**src/hbsf_defines.svh**
```systemverilog
`ifndef HBSF_DEFINES_SVH
`define HBSF_DEFINES_SVH
// timing figures in microseconds, clock in MHz
`define HBSF_SLEEP_US 1000
`define HBSF_WAKE_US 100
`define HBSF_RETRY_US 2000
`define HBSF_CLK_MHZ 200
// cycle counts derived from the figures (microseconds times clock MHz, exact)
`define HBSF_SLEEP_CYC (`HBSF_SLEEP_US * `HBSF_CLK_MHZ)
`define HBSF_WAKE_CYC (`HBSF_WAKE_US * `HBSF_CLK_MHZ)
`define HBSF_RETRY_CYC (`HBSF_RETRY_US * `HBSF_CLK_MHZ)
`define HBSF_CNT_W 20
`endif

```
**src/hbsf_pkg.sv**
```systemverilog
package hbsf_pkg;
  // interface select decoded from the tri-level input
  typedef enum logic [1:0] {
    HBSF_IF_PWM = 2'b00,
    HBSF_IF_PHEN = 2'b01,
    HBSF_IF_HALF = 2'b10
  } hbsf_if_e;
  // per-output drive state
  typedef enum logic [1:0] {
    HBSF_OUT_HIZ = 2'b00,
    HBSF_OUT_LOW = 2'b01,
    HBSF_OUT_HIGH = 2'b10
  } hbsf_out_e;
  // device operating state, gray along active->idle->sleep->wake
  typedef enum logic [2:0] {
    HBSF_ST_ACTIVE = 3'b000,
    HBSF_ST_IDLE = 3'b001,
    HBSF_ST_SLEEP = 3'b011,
    HBSF_ST_WAKE = 3'b010,
    HBSF_ST_FAULT = 3'b110
  } hbsf_state_e;
endpackage

```
**src/hbsf_link_if.sv**
```systemverilog
`timescale 1ns/1ps
interface hbsf_link_if;
  logic sleep_request_low;
  logic control_input_a;
  logic control_input_b;
  hbsf_pkg::hbsf_if_e mode_select;
  hbsf_pkg::hbsf_out_e bridge_output_a;
  hbsf_pkg::hbsf_out_e bridge_output_b;
  modport device (
    input sleep_request_low, control_input_a, control_input_b, mode_select,
    output bridge_output_a, bridge_output_b
  );
  modport host (
    output sleep_request_low, control_input_a, control_input_b, mode_select,
    input bridge_output_a, bridge_output_b
  );
endinterface

```
**src/hbsf_device.sv**
```systemverilog
`timescale 1ns/1ps
`include "hbsf_defines.svh"
module hbsf_device
  import hbsf_pkg::*;
#(
  parameter bit HAS_SLEEP_PIN = 1'b1,
  parameter int CNT_W = `HBSF_CNT_W,
  parameter logic [CNT_W-1:0] SLEEP_CYC = CNT_W'(`HBSF_SLEEP_CYC),
  parameter logic [CNT_W-1:0] WAKE_CYC = CNT_W'(`HBSF_WAKE_CYC),
  parameter logic [CNT_W-1:0] RETRY_CYC = CNT_W'(`HBSF_RETRY_CYC)
) (
  // clock and reset
  input wire logic clk_sys,
  input wire logic reset,
  // link to the host
  hbsf_link_if.device link,
  // analog fault flags
  input wire logic overtemp_shutdown,
  input wire logic overtemp_hysteresis,
  input wire logic supply_low_lockout,
  input wire logic overcurrent_trip,
  // status
  output hbsf_pkg::hbsf_state_e device_state,
  output logic fault_active
);
  import hbsf_pkg::*;

  typedef struct packed {
    hbsf_state_e state;
    logic ot_latched;
    logic oc_retry;
    hbsf_out_e out_a;
    hbsf_out_e out_b;
    logic fault;
  } hbsf_dev_s;
  hbsf_dev_s st;
  hbsf_dev_s next_st;

  logic sleep_pin_low;
  logic idle_req;
  logic wake_req;
  logic idle_done;
  logic wake_done;
  logic retry_done;
  hbsf_out_e dec_a;
  hbsf_out_e dec_b;

  // ************************************************************
  // input decode
  // ************************************************************
  // no-pin variant
  assign sleep_pin_low = HAS_SLEEP_PIN ? !link.sleep_request_low : 1'b0;
  always_comb begin
    dec_a = HBSF_OUT_HIZ;
    dec_b = HBSF_OUT_HIZ;
    idle_req = 1'b0;
    unique case (link.mode_select)
      HBSF_IF_PHEN: begin
        if (!link.control_input_b) begin
          dec_a = HBSF_OUT_LOW;
          dec_b = HBSF_OUT_LOW;
          idle_req = 1'b1;
        end else if (link.control_input_a) begin
          dec_a = HBSF_OUT_HIGH;
          dec_b = HBSF_OUT_LOW;
        end else begin
          dec_a = HBSF_OUT_LOW;
          dec_b = HBSF_OUT_HIGH;
        end
      end
      HBSF_IF_HALF: begin
        dec_a = link.control_input_a ? HBSF_OUT_HIGH : HBSF_OUT_LOW;
        dec_b = link.control_input_b ? HBSF_OUT_HIGH : HBSF_OUT_LOW;
      end
      default: begin
        unique case ({link.control_input_a, link.control_input_b})
          2'b10: begin
            dec_a = HBSF_OUT_HIGH;
            dec_b = HBSF_OUT_LOW;
          end
          2'b01: begin
            dec_a = HBSF_OUT_LOW;
            dec_b = HBSF_OUT_HIGH;
          end
          2'b11: begin
            dec_a = HBSF_OUT_LOW;
            dec_b = HBSF_OUT_LOW;
          end
          default: begin
            idle_req = 1'b1;
          end
        endcase
      end
    endcase
  end
  // wake needs inputs out of the idle states
  assign wake_req = !sleep_pin_low && !idle_req;

  // ************************************************************
  // timers
  // ************************************************************
  // idle timer
  hbsf_timer #(.CNT_W(CNT_W)) u_idle_tmr (
    .clk_sys(clk_sys),
    .reset(reset),
    .run(st.state == HBSF_ST_IDLE && idle_req),
    .limit(SLEEP_CYC),
    .done(idle_done)
  );
  hbsf_timer #(.CNT_W(CNT_W)) u_wake_tmr (
    .clk_sys(clk_sys),
    .reset(reset),
    .run(st.state == HBSF_ST_WAKE && wake_req),
    .limit(WAKE_CYC),
    .done(wake_done)
  );
  hbsf_timer #(.CNT_W(CNT_W)) u_retry_tmr (
    .clk_sys(clk_sys),
    .reset(reset),
    .run(st.oc_retry),
    .limit(RETRY_CYC),
    .done(retry_done)
  );

  // ************************************************************
  // mode and fault sequencing
  // ************************************************************
  always_comb begin
    next_st = st;
    if (overtemp_shutdown) begin
      next_st.ot_latched = 1'b1;
    end else if (!overtemp_hysteresis) begin
      next_st.ot_latched = 1'b0;
    end
    // retry window runs from the first trip cycle and does not restart while trip persists
    if (overcurrent_trip) begin
      next_st.oc_retry = 1'b1;
    end else if (retry_done) begin
      next_st.oc_retry = 1'b0;
    end
    unique case (st.state)
      // active leaves only to sleep, idle or fault
      HBSF_ST_ACTIVE: begin
        if (sleep_pin_low) begin
          next_st.state = HBSF_ST_SLEEP;
        end else if (idle_req) begin
          next_st.state = HBSF_ST_IDLE;
        end
      end
      HBSF_ST_IDLE: begin
        if (sleep_pin_low) begin
          next_st.state = HBSF_ST_SLEEP;
        end else if (!idle_req) begin
          next_st.state = HBSF_ST_ACTIVE;
        end else if (idle_done) begin
          next_st.state = HBSF_ST_SLEEP;
        end
      end
      HBSF_ST_SLEEP: begin
        if (wake_req) begin
          next_st.state = HBSF_ST_WAKE;
        end
      end
      HBSF_ST_WAKE: begin
        if (!wake_req) begin
          next_st.state = HBSF_ST_SLEEP;
        end else if (wake_done) begin
          next_st.state = HBSF_ST_ACTIVE;
        end
      end
      HBSF_ST_FAULT: begin
        // sleep pin still wins on recovery
        if (sleep_pin_low) begin
          next_st.state = HBSF_ST_SLEEP;
        end else begin
          next_st.state = HBSF_ST_ACTIVE;
        end
      end
      default: begin
        next_st.state = HBSF_ST_ACTIVE;
      end
    endcase
    if (supply_low_lockout || next_st.ot_latched || next_st.oc_retry) begin
      next_st.state = HBSF_ST_FAULT;
    end
    // output selection
    next_st.out_a = dec_a;
    next_st.out_b = dec_b;
    unique case (next_st.state)
      HBSF_ST_ACTIVE: begin
        next_st.out_a = dec_a;
      end
      HBSF_ST_IDLE: begin
        next_st.out_a = dec_a;
      end
      default: begin
        next_st.out_a = HBSF_OUT_HIZ;
        next_st.out_b = HBSF_OUT_HIZ;
      end
    endcase
    // fault status kept in a flop of its own
    next_st.fault = (next_st.state == HBSF_ST_FAULT);
  end

  // state register
  always_ff @(posedge clk_sys) begin
    if (reset) begin
      st.state <= HBSF_ST_ACTIVE;
      st.ot_latched <= 1'b0;
      st.oc_retry <= 1'b0;
      st.out_a <= HBSF_OUT_HIZ;
      st.out_b <= HBSF_OUT_HIZ;
      st.fault <= 1'b0;
    end else begin
      st <= next_st;
    end
  end

  // registered outputs
  assign link.bridge_output_a = st.out_a;
  assign link.bridge_output_b = st.out_b;
  assign device_state = st.state;
  assign fault_active = st.fault;
endmodule // hbsf_device

```
**src/hbsf_timer.sv**
```systemverilog
`timescale 1ns/1ps
`include "hbsf_defines.svh"
module hbsf_timer #(
  parameter int CNT_W = `HBSF_CNT_W
) (
  // clock and reset
  input wire logic clk_sys,
  input wire logic reset,
  // control
  input wire logic run,
  input wire logic [CNT_W-1:0] limit,
  // status
  output logic done
);
  typedef struct packed {
    logic [CNT_W-1:0] count;
    logic done;
  } hbsf_tmr_s;
  hbsf_tmr_s st;
  hbsf_tmr_s next_st;
  // count while run holds, flag once limit reached
  always_comb begin
    next_st = st;
    if (!run) begin
      next_st.count = '0;
      next_st.done = 1'b0;
    end else if (st.count >= limit - 1'b1) begin
      next_st.done = 1'b1;
    end else begin
      next_st.count = st.count + 1'b1;
    end
  end
  // state register
  always_ff @(posedge clk_sys) begin
    if (reset) begin
      st <= '0;
    end else begin
      st <= next_st;
    end
  end
  assign done = st.done;
endmodule // hbsf_timer

```
**src/flat_wrapper.sv**
```systemverilog
// flat-port wrapper written by rule: the top's interface ports become plain ports
module hbsf_device_flat import hbsf_pkg::*;
#(
  parameter bit HAS_SLEEP_PIN = 1'b1,
  parameter int CNT_W = `HBSF_CNT_W,
  parameter logic [CNT_W-1:0] SLEEP_CYC = CNT_W'(`HBSF_SLEEP_CYC),
  parameter logic [CNT_W-1:0] WAKE_CYC = CNT_W'(`HBSF_WAKE_CYC),
  parameter logic [CNT_W-1:0] RETRY_CYC = CNT_W'(`HBSF_RETRY_CYC)
)
  (clk_sys, reset, overtemp_shutdown, overtemp_hysteresis, supply_low_lockout, overcurrent_trip, device_state, fault_active, link_sleep_request_low, link_control_input_a, link_control_input_b, link_mode_select, link_bridge_output_a, link_bridge_output_b);
  hbsf_link_if link_i ();
  input wire logic clk_sys;
  input wire logic reset;
  input wire logic overtemp_shutdown;
  input wire logic overtemp_hysteresis;
  input wire logic supply_low_lockout;
  input wire logic overcurrent_trip;
  output hbsf_pkg::hbsf_state_e device_state;
  output logic fault_active;
  input wire logic [$bits(link_i.sleep_request_low)-1:0] link_sleep_request_low;
  input wire logic [$bits(link_i.control_input_a)-1:0] link_control_input_a;
  input wire logic [$bits(link_i.control_input_b)-1:0] link_control_input_b;
  input wire logic [$bits(link_i.mode_select)-1:0] link_mode_select;
  output wire logic [$bits(link_i.bridge_output_a)-1:0] link_bridge_output_a;
  output wire logic [$bits(link_i.bridge_output_b)-1:0] link_bridge_output_b;
  assign link_i.sleep_request_low = link_sleep_request_low;
  assign link_i.control_input_a = link_control_input_a;
  assign link_i.control_input_b = link_control_input_b;
  assign link_i.mode_select = link_mode_select;
  assign link_bridge_output_a = link_i.bridge_output_a;
  assign link_bridge_output_b = link_i.bridge_output_b;
  hbsf_device #(.HAS_SLEEP_PIN(HAS_SLEEP_PIN), .CNT_W(CNT_W), .SLEEP_CYC(SLEEP_CYC), .WAKE_CYC(WAKE_CYC), .RETRY_CYC(RETRY_CYC)) u_core (.clk_sys(clk_sys), .reset(reset), .link(link_i), .overtemp_shutdown(overtemp_shutdown), .overtemp_hysteresis(overtemp_hysteresis), .supply_low_lockout(supply_low_lockout), .overcurrent_trip(overcurrent_trip), .device_state(device_state), .fault_active(fault_active));
endmodule
```
**config.mk**
```make
export PLATFORM = sky130hd
export DESIGN_NAME = hbsf_device_flat
export DESIGN_NICKNAME = d
export VERILOG_FILES = /design/src/hbsf_pkg.sv /design/src/hbsf_link_if.sv /design/src/hbsf_device.sv /design/src/hbsf_timer.sv /design/src/flat_wrapper.sv
export VERILOG_INCLUDE_DIRS = /design/src
export SDC_FILE = /design/constraint.sdc
export NUM_CORES = 1
export LEC_CHECK = 0
export ABC_AREA = 1
export BUFFER_PORTS_ARGS = -buffer_cell sky130_fd_sc_hd__buf_4
export CAP_MARGIN = 10
export CORE_ASPECT_RATIO = 2
export CORE_MARGIN = 3
export CORE_UTILIZATION = 62
export DETAILED_ROUTE_END_ITERATION = 8
export PLACE_DENSITY = 0.83
export SLEW_MARGIN = 5
export SYNTH_ARGS = -nofsm -noshare
export SYNTH_HDL_FRONTEND = slang
export SYNTH_HIERARCHICAL = 1
export SYNTH_SLANG_ARGS = --single-unit
export TNS_END_PERCENT = 50
```
**constraint.sdc**
```tcl
create_clock -name clk_sys -period 5.9 [get_ports clk_sys]
set_clock_uncertainty 0.2 [all_clocks]
set_input_delay 0 -clock clk_sys [delete_from_list [all_inputs] [get_ports clk_sys]]
set_output_delay 0 -clock clk_sys [all_outputs]
set_load 0.01 [all_outputs]
```
==> run summary <==
Together, buffers and inverters on the worst path number 0. For this run, the number of Yosys warnings is 6. The logs give 0.926 for the placer congestion estimate and 0.000317 W for the net load switching power. Library cell appearing most often on the critical path: sky130_fd_sc_hd__nand2_1.

Row generation in the floorplan step produced 54 rows. For the final hold slack, the log shows 0.0424 ns. In this run, CTS created clock tree buffers numbering 9.

For the worst-case headroom to the max-slew limit, the log shows 0.476. In this run the worst setup path begins at u_core/u_idle_tmr/st[20]. The internal cell power was 0.000838 W; the per-cell via count in the routed design was 5.06.

The maximum level of the CTS H-tree is 3, and the sequential standard cell area is 0.00146 mm2. During I/O placement, the number of pins put on the boundary was 19. The ratio of cells with drive above 1 in the final layout came out at 0.0797.

The finished layout holds 1,408 standard cells, fillers aside. The distinct cell type count of the synthesized netlist was 38; the count of endpoints failing setup in the final report was 0. The HPWL after detailed placement is 13.8 mm.

Timing would allow up to 0.336 GHz. The flop and latch count out of synthesis is 73, and the count of input and output buffers is 18. The flow ran to the end, and the final reports show no timing, DRC or antenna violations. The floorplan step set the die width to 81.8 um. The run gives 0.00712 mm2 as the summed instance area of the synthesized netlist. STA classifies the critical path startpoint as a register.

Library cell with the highest instance count after synthesis: sky130_fd_sc_hd__nand2_1. The number of iterations in the first detailed-routing pass is 5, and the via count of the first global-routing pass is 6,756. The tools report the worst min-delay path startpoint as link_mode_select[1]. In the post-synthesis netlist, the biggest area contributors are sky130_fd_sc_hd__dfxtp_1, sky130_fd_sc_hd__nand2_1, sky130_fd_sc_hd__ha_1. In this run the remaining antenna-violating nets after routing total 0.

The layout overhead on the synthesized area was 15.0%; the count of inserted antenna diode cells was 0. For this run, design rule violations remaining after detail routing come to 0. The critical path goes through ha_1 > nand2_1 > nor2_1 > nor3b_2 > nor2b_1 > nand2_1 > nand2_1 > nand2_1 > a21oi_1. Summed over all cells, the static leakage comes to 3.91 nW. The total global-route track usage was 0.289. The routed length per instance was 12.7 um; the multi-input gate area in the final layout was 0.00548 mm2. Total power per unit cell area: 141 mW/mm2. In this run the critical register-to-register path is launched from u_core/u_idle_tmr/st[20]. The commonest register cell after synthesis is sky130_fd_sc_hd__dfxtp_1. Including well taps, the total number of placed cells is 1,377.

Across the run, the number of max-cap violations was 0. For the share of total power in combinational logic, the log shows 0.125. The library cell occupying the most area in the post-synthesis netlist was sky130_fd_sc_hd__dfxtp_1.

For this block, the routed nets add up to 17.9 mm of wire. The register area share after synthesis was 0.205. The transition at the pin with the smallest max-transition slack was 0.784 ns. The initial cell density of the core was 0.643; the delay contributed by the slowest stage of the critical path was 0.73 ns. The number of flops mapped to enable cells by yosys works out to 0. The area of the die is 0.0129 mm2, and the clock-pin transition on the worst setup and hold timing paths is 0.06 ns. After layout, the minimum clock period comes to 2.97 ns. The cell count after synthesis came out at 1,104. The final period utilization works out to 0.504. Share of power burned in registers: 0.433. The share of synthesized registers carrying an async set or reset was 0; the top fanout value on the critical path was 21. The initial antenna violation count came out at 0. In this run the standard cell core region covers 0.0111 mm2. The worst setup path is of the register to register kind.

For this run, the post-layout net count is 1,342. The number of slew-limit violations in the final report is 0. The cell depth of the worst flop-to-flop path is 9, and the total negative slack is 0 ns.

The final-report hold violation count was 0; the data required time of the worst path was 5.96 ns. The first global-routing pass estimated 28.9 mm of wire. Depth of the worst hold-timing path: 6. The mean instance size in the synthesized netlist came out at 6.45 um2. The cell sitting at the root of the clock tree is a sky130_fd_sc_hd__clkbuf_16.

The area share of the largest cell type after synthesis was 0.205. The TritonCTS sink count came out at 73. The tools report the peak supply drop as 0.159 mV. TritonCTS built the clock tree. From bottom edge to top edge, the die measures 158 um. Family with the most delay on the worst path: simple AND/OR/NAND/NOR gates. Among all stages on the critical path, the largest delay is contributed by sky130_fd_sc_hd__nand2_1. The logic depth of the worst path, buffers included is 9, and the overflow left after global routing is 0. At the worst endpoint, the arrival time is 3.03 ns. The number of inserted filler cells in the final layout was 940. In this run the deepest clock path goes through 2 buffers. The worst setup path is captured at a register. For the worst-skew pair, the clock arrives at the later sink with an insertion delay of 0.34 ns.

Worst hold-check path type: input port to register. The first routing iteration left 306 violations. Entering global routing, the biggest net connects 22 pins. The net switching share of the total power was 0.274. The commonest cells after synthesis are sky130_fd_sc_hd__nand2_1, sky130_fd_sc_hd__nor2_1, sky130_fd_sc_hd__inv_1. The tools report the part of the power in the clock network as 0.442. The routed layout has 7,131 vias. Setup repair after global routing left no endpoint under its margin.
-- registers in the layout, indices dropped and copies added (netlist names), 2 cells and up --
register	flops
u_core/link.bridge_output_b	2
u_core/u_wake_tmr/st	20
u_core/u_idle_tmr/st	20
u_core/u_retry_tmr/st	20
u_core/st	2
u_core/link.bridge_output_a	2
u_core/device_state	3
-- kinds of logic (layout without fill, tap and decap cells) --
kind of cell	count (synthesis)	count (layout)	synth area share
other	2	146	0.00105
xor gates and xnor gates	90	90	0.111
buffers and inverters	164	184	0.101
adders and majority gates	68	68	0.119
AOI/OAI and AO/OA	89	89	0.0680
and+or+nand+nor	618	618	0.395
DFF	73	73	0.205
-- layout by cell type, fill, tap and decap left out, types with 11 or more instances in the layout --
cell                            instances
sky130_fd_sc_hd__nor2_2                14
sky130_fd_sc_hd__a21oi_1               68
sky130_fd_sc_hd__conb_1               146
sky130_fd_sc_hd__xnor2_1               39
sky130_fd_sc_hd__nand2_1              305
sky130_fd_sc_hd__nor2_1               129
sky130_fd_sc_hd__dfxtp_1               73
sky130_fd_sc_hd__dlygate4sd3_1         15
sky130_fd_sc_hd__nand4_1               16
sky130_fd_sc_hd__ha_1                  68
sky130_fd_sc_hd__inv_1                125
sky130_fd_sc_hd__buf_4                 20
sky130_fd_sc_hd__nor2_4                11
sky130_fd_sc_hd__nand3_1               94
sky130_fd_sc_hd__xor2_1                51
-- per-layer routing --
metal  track usage  part of all wire
met1         0.229              0.32
met2         0.582              0.58
met3        0.0364             0.024
met4         0.227             0.081
met5             0                 0
-- stage by stage --
stage | power, W | instance area, um2 | setup WS [ns] | util
detailed placement | 0.000634 | 7770 | 2.98 | 0.701
floorplan | 0.000614 | 7660 | 4.06 | -
finish | 0.00116 | 8190 | 2.93 | 0.739
global route | 0.00120 | 8190 | 2.60 | 0.739
CTS | 0.00115 | 8190 | 2.93 | 0.739
global placement | 0.000631 | 7770 | 3.00 | 0.701
-- timing repair --
item,in CTS,in global routing
resized for setup,0,0
setup endpoints to repair,0,0
hold endpoints to repair,13,0
hold buffers,15,0
buffers inserted,0,0
-- tightest hold or removal path, stage by stage --
cell and delay, ns:
sky130_fd_sc_hd__buf_4 0.08, sky130_fd_sc_hd__ha_1 0.12, sky130_fd_sc_hd__inv_1 0.06, sky130_fd_sc_hd__nand2_1 0.08, sky130_fd_sc_hd__a31oi_1 0.09, sky130_fd_sc_hd__nor2_1 0.11
-- path summary, 6_finish.rpt --
path	slack [ns]	end
worst max-delay path	2.93	u_core/u_idle_tmr/st[11]
worst min-delay path	0.04	u_core/link.bridge_output_b[0]
worst max register to register	2.93	u_core/u_idle_tmr/st[11]
worst min register to register	0.27	u_core/u_retry_tmr/done
-- power by group through the flow --
stage	Combinational (W)	Sequential (W)	Clock (W)
after global routing	0.000166	0.000500	0.000534
after detailed placement	0.000123	0.000511	0
after CTS	0.000131	0.000500	0.000514
final	0.000144	0.000500	0.000511
after global placement	0.000120	0.000511	0
after floorplan	0.000104	0.000510	0
-- layout make-up --
class / instances / area share
timing repair buffer: 35 / 0.0367
inverter: 133 / 0.0610
clock inverter: 6 / 0.00519
sequential: 73 / 0.178
clock buffer: 10 / 0.0280
tap: 140 / 0.0214
multi-input combinational: 1011 / 0.669
(Power assumes the default switching activity.)
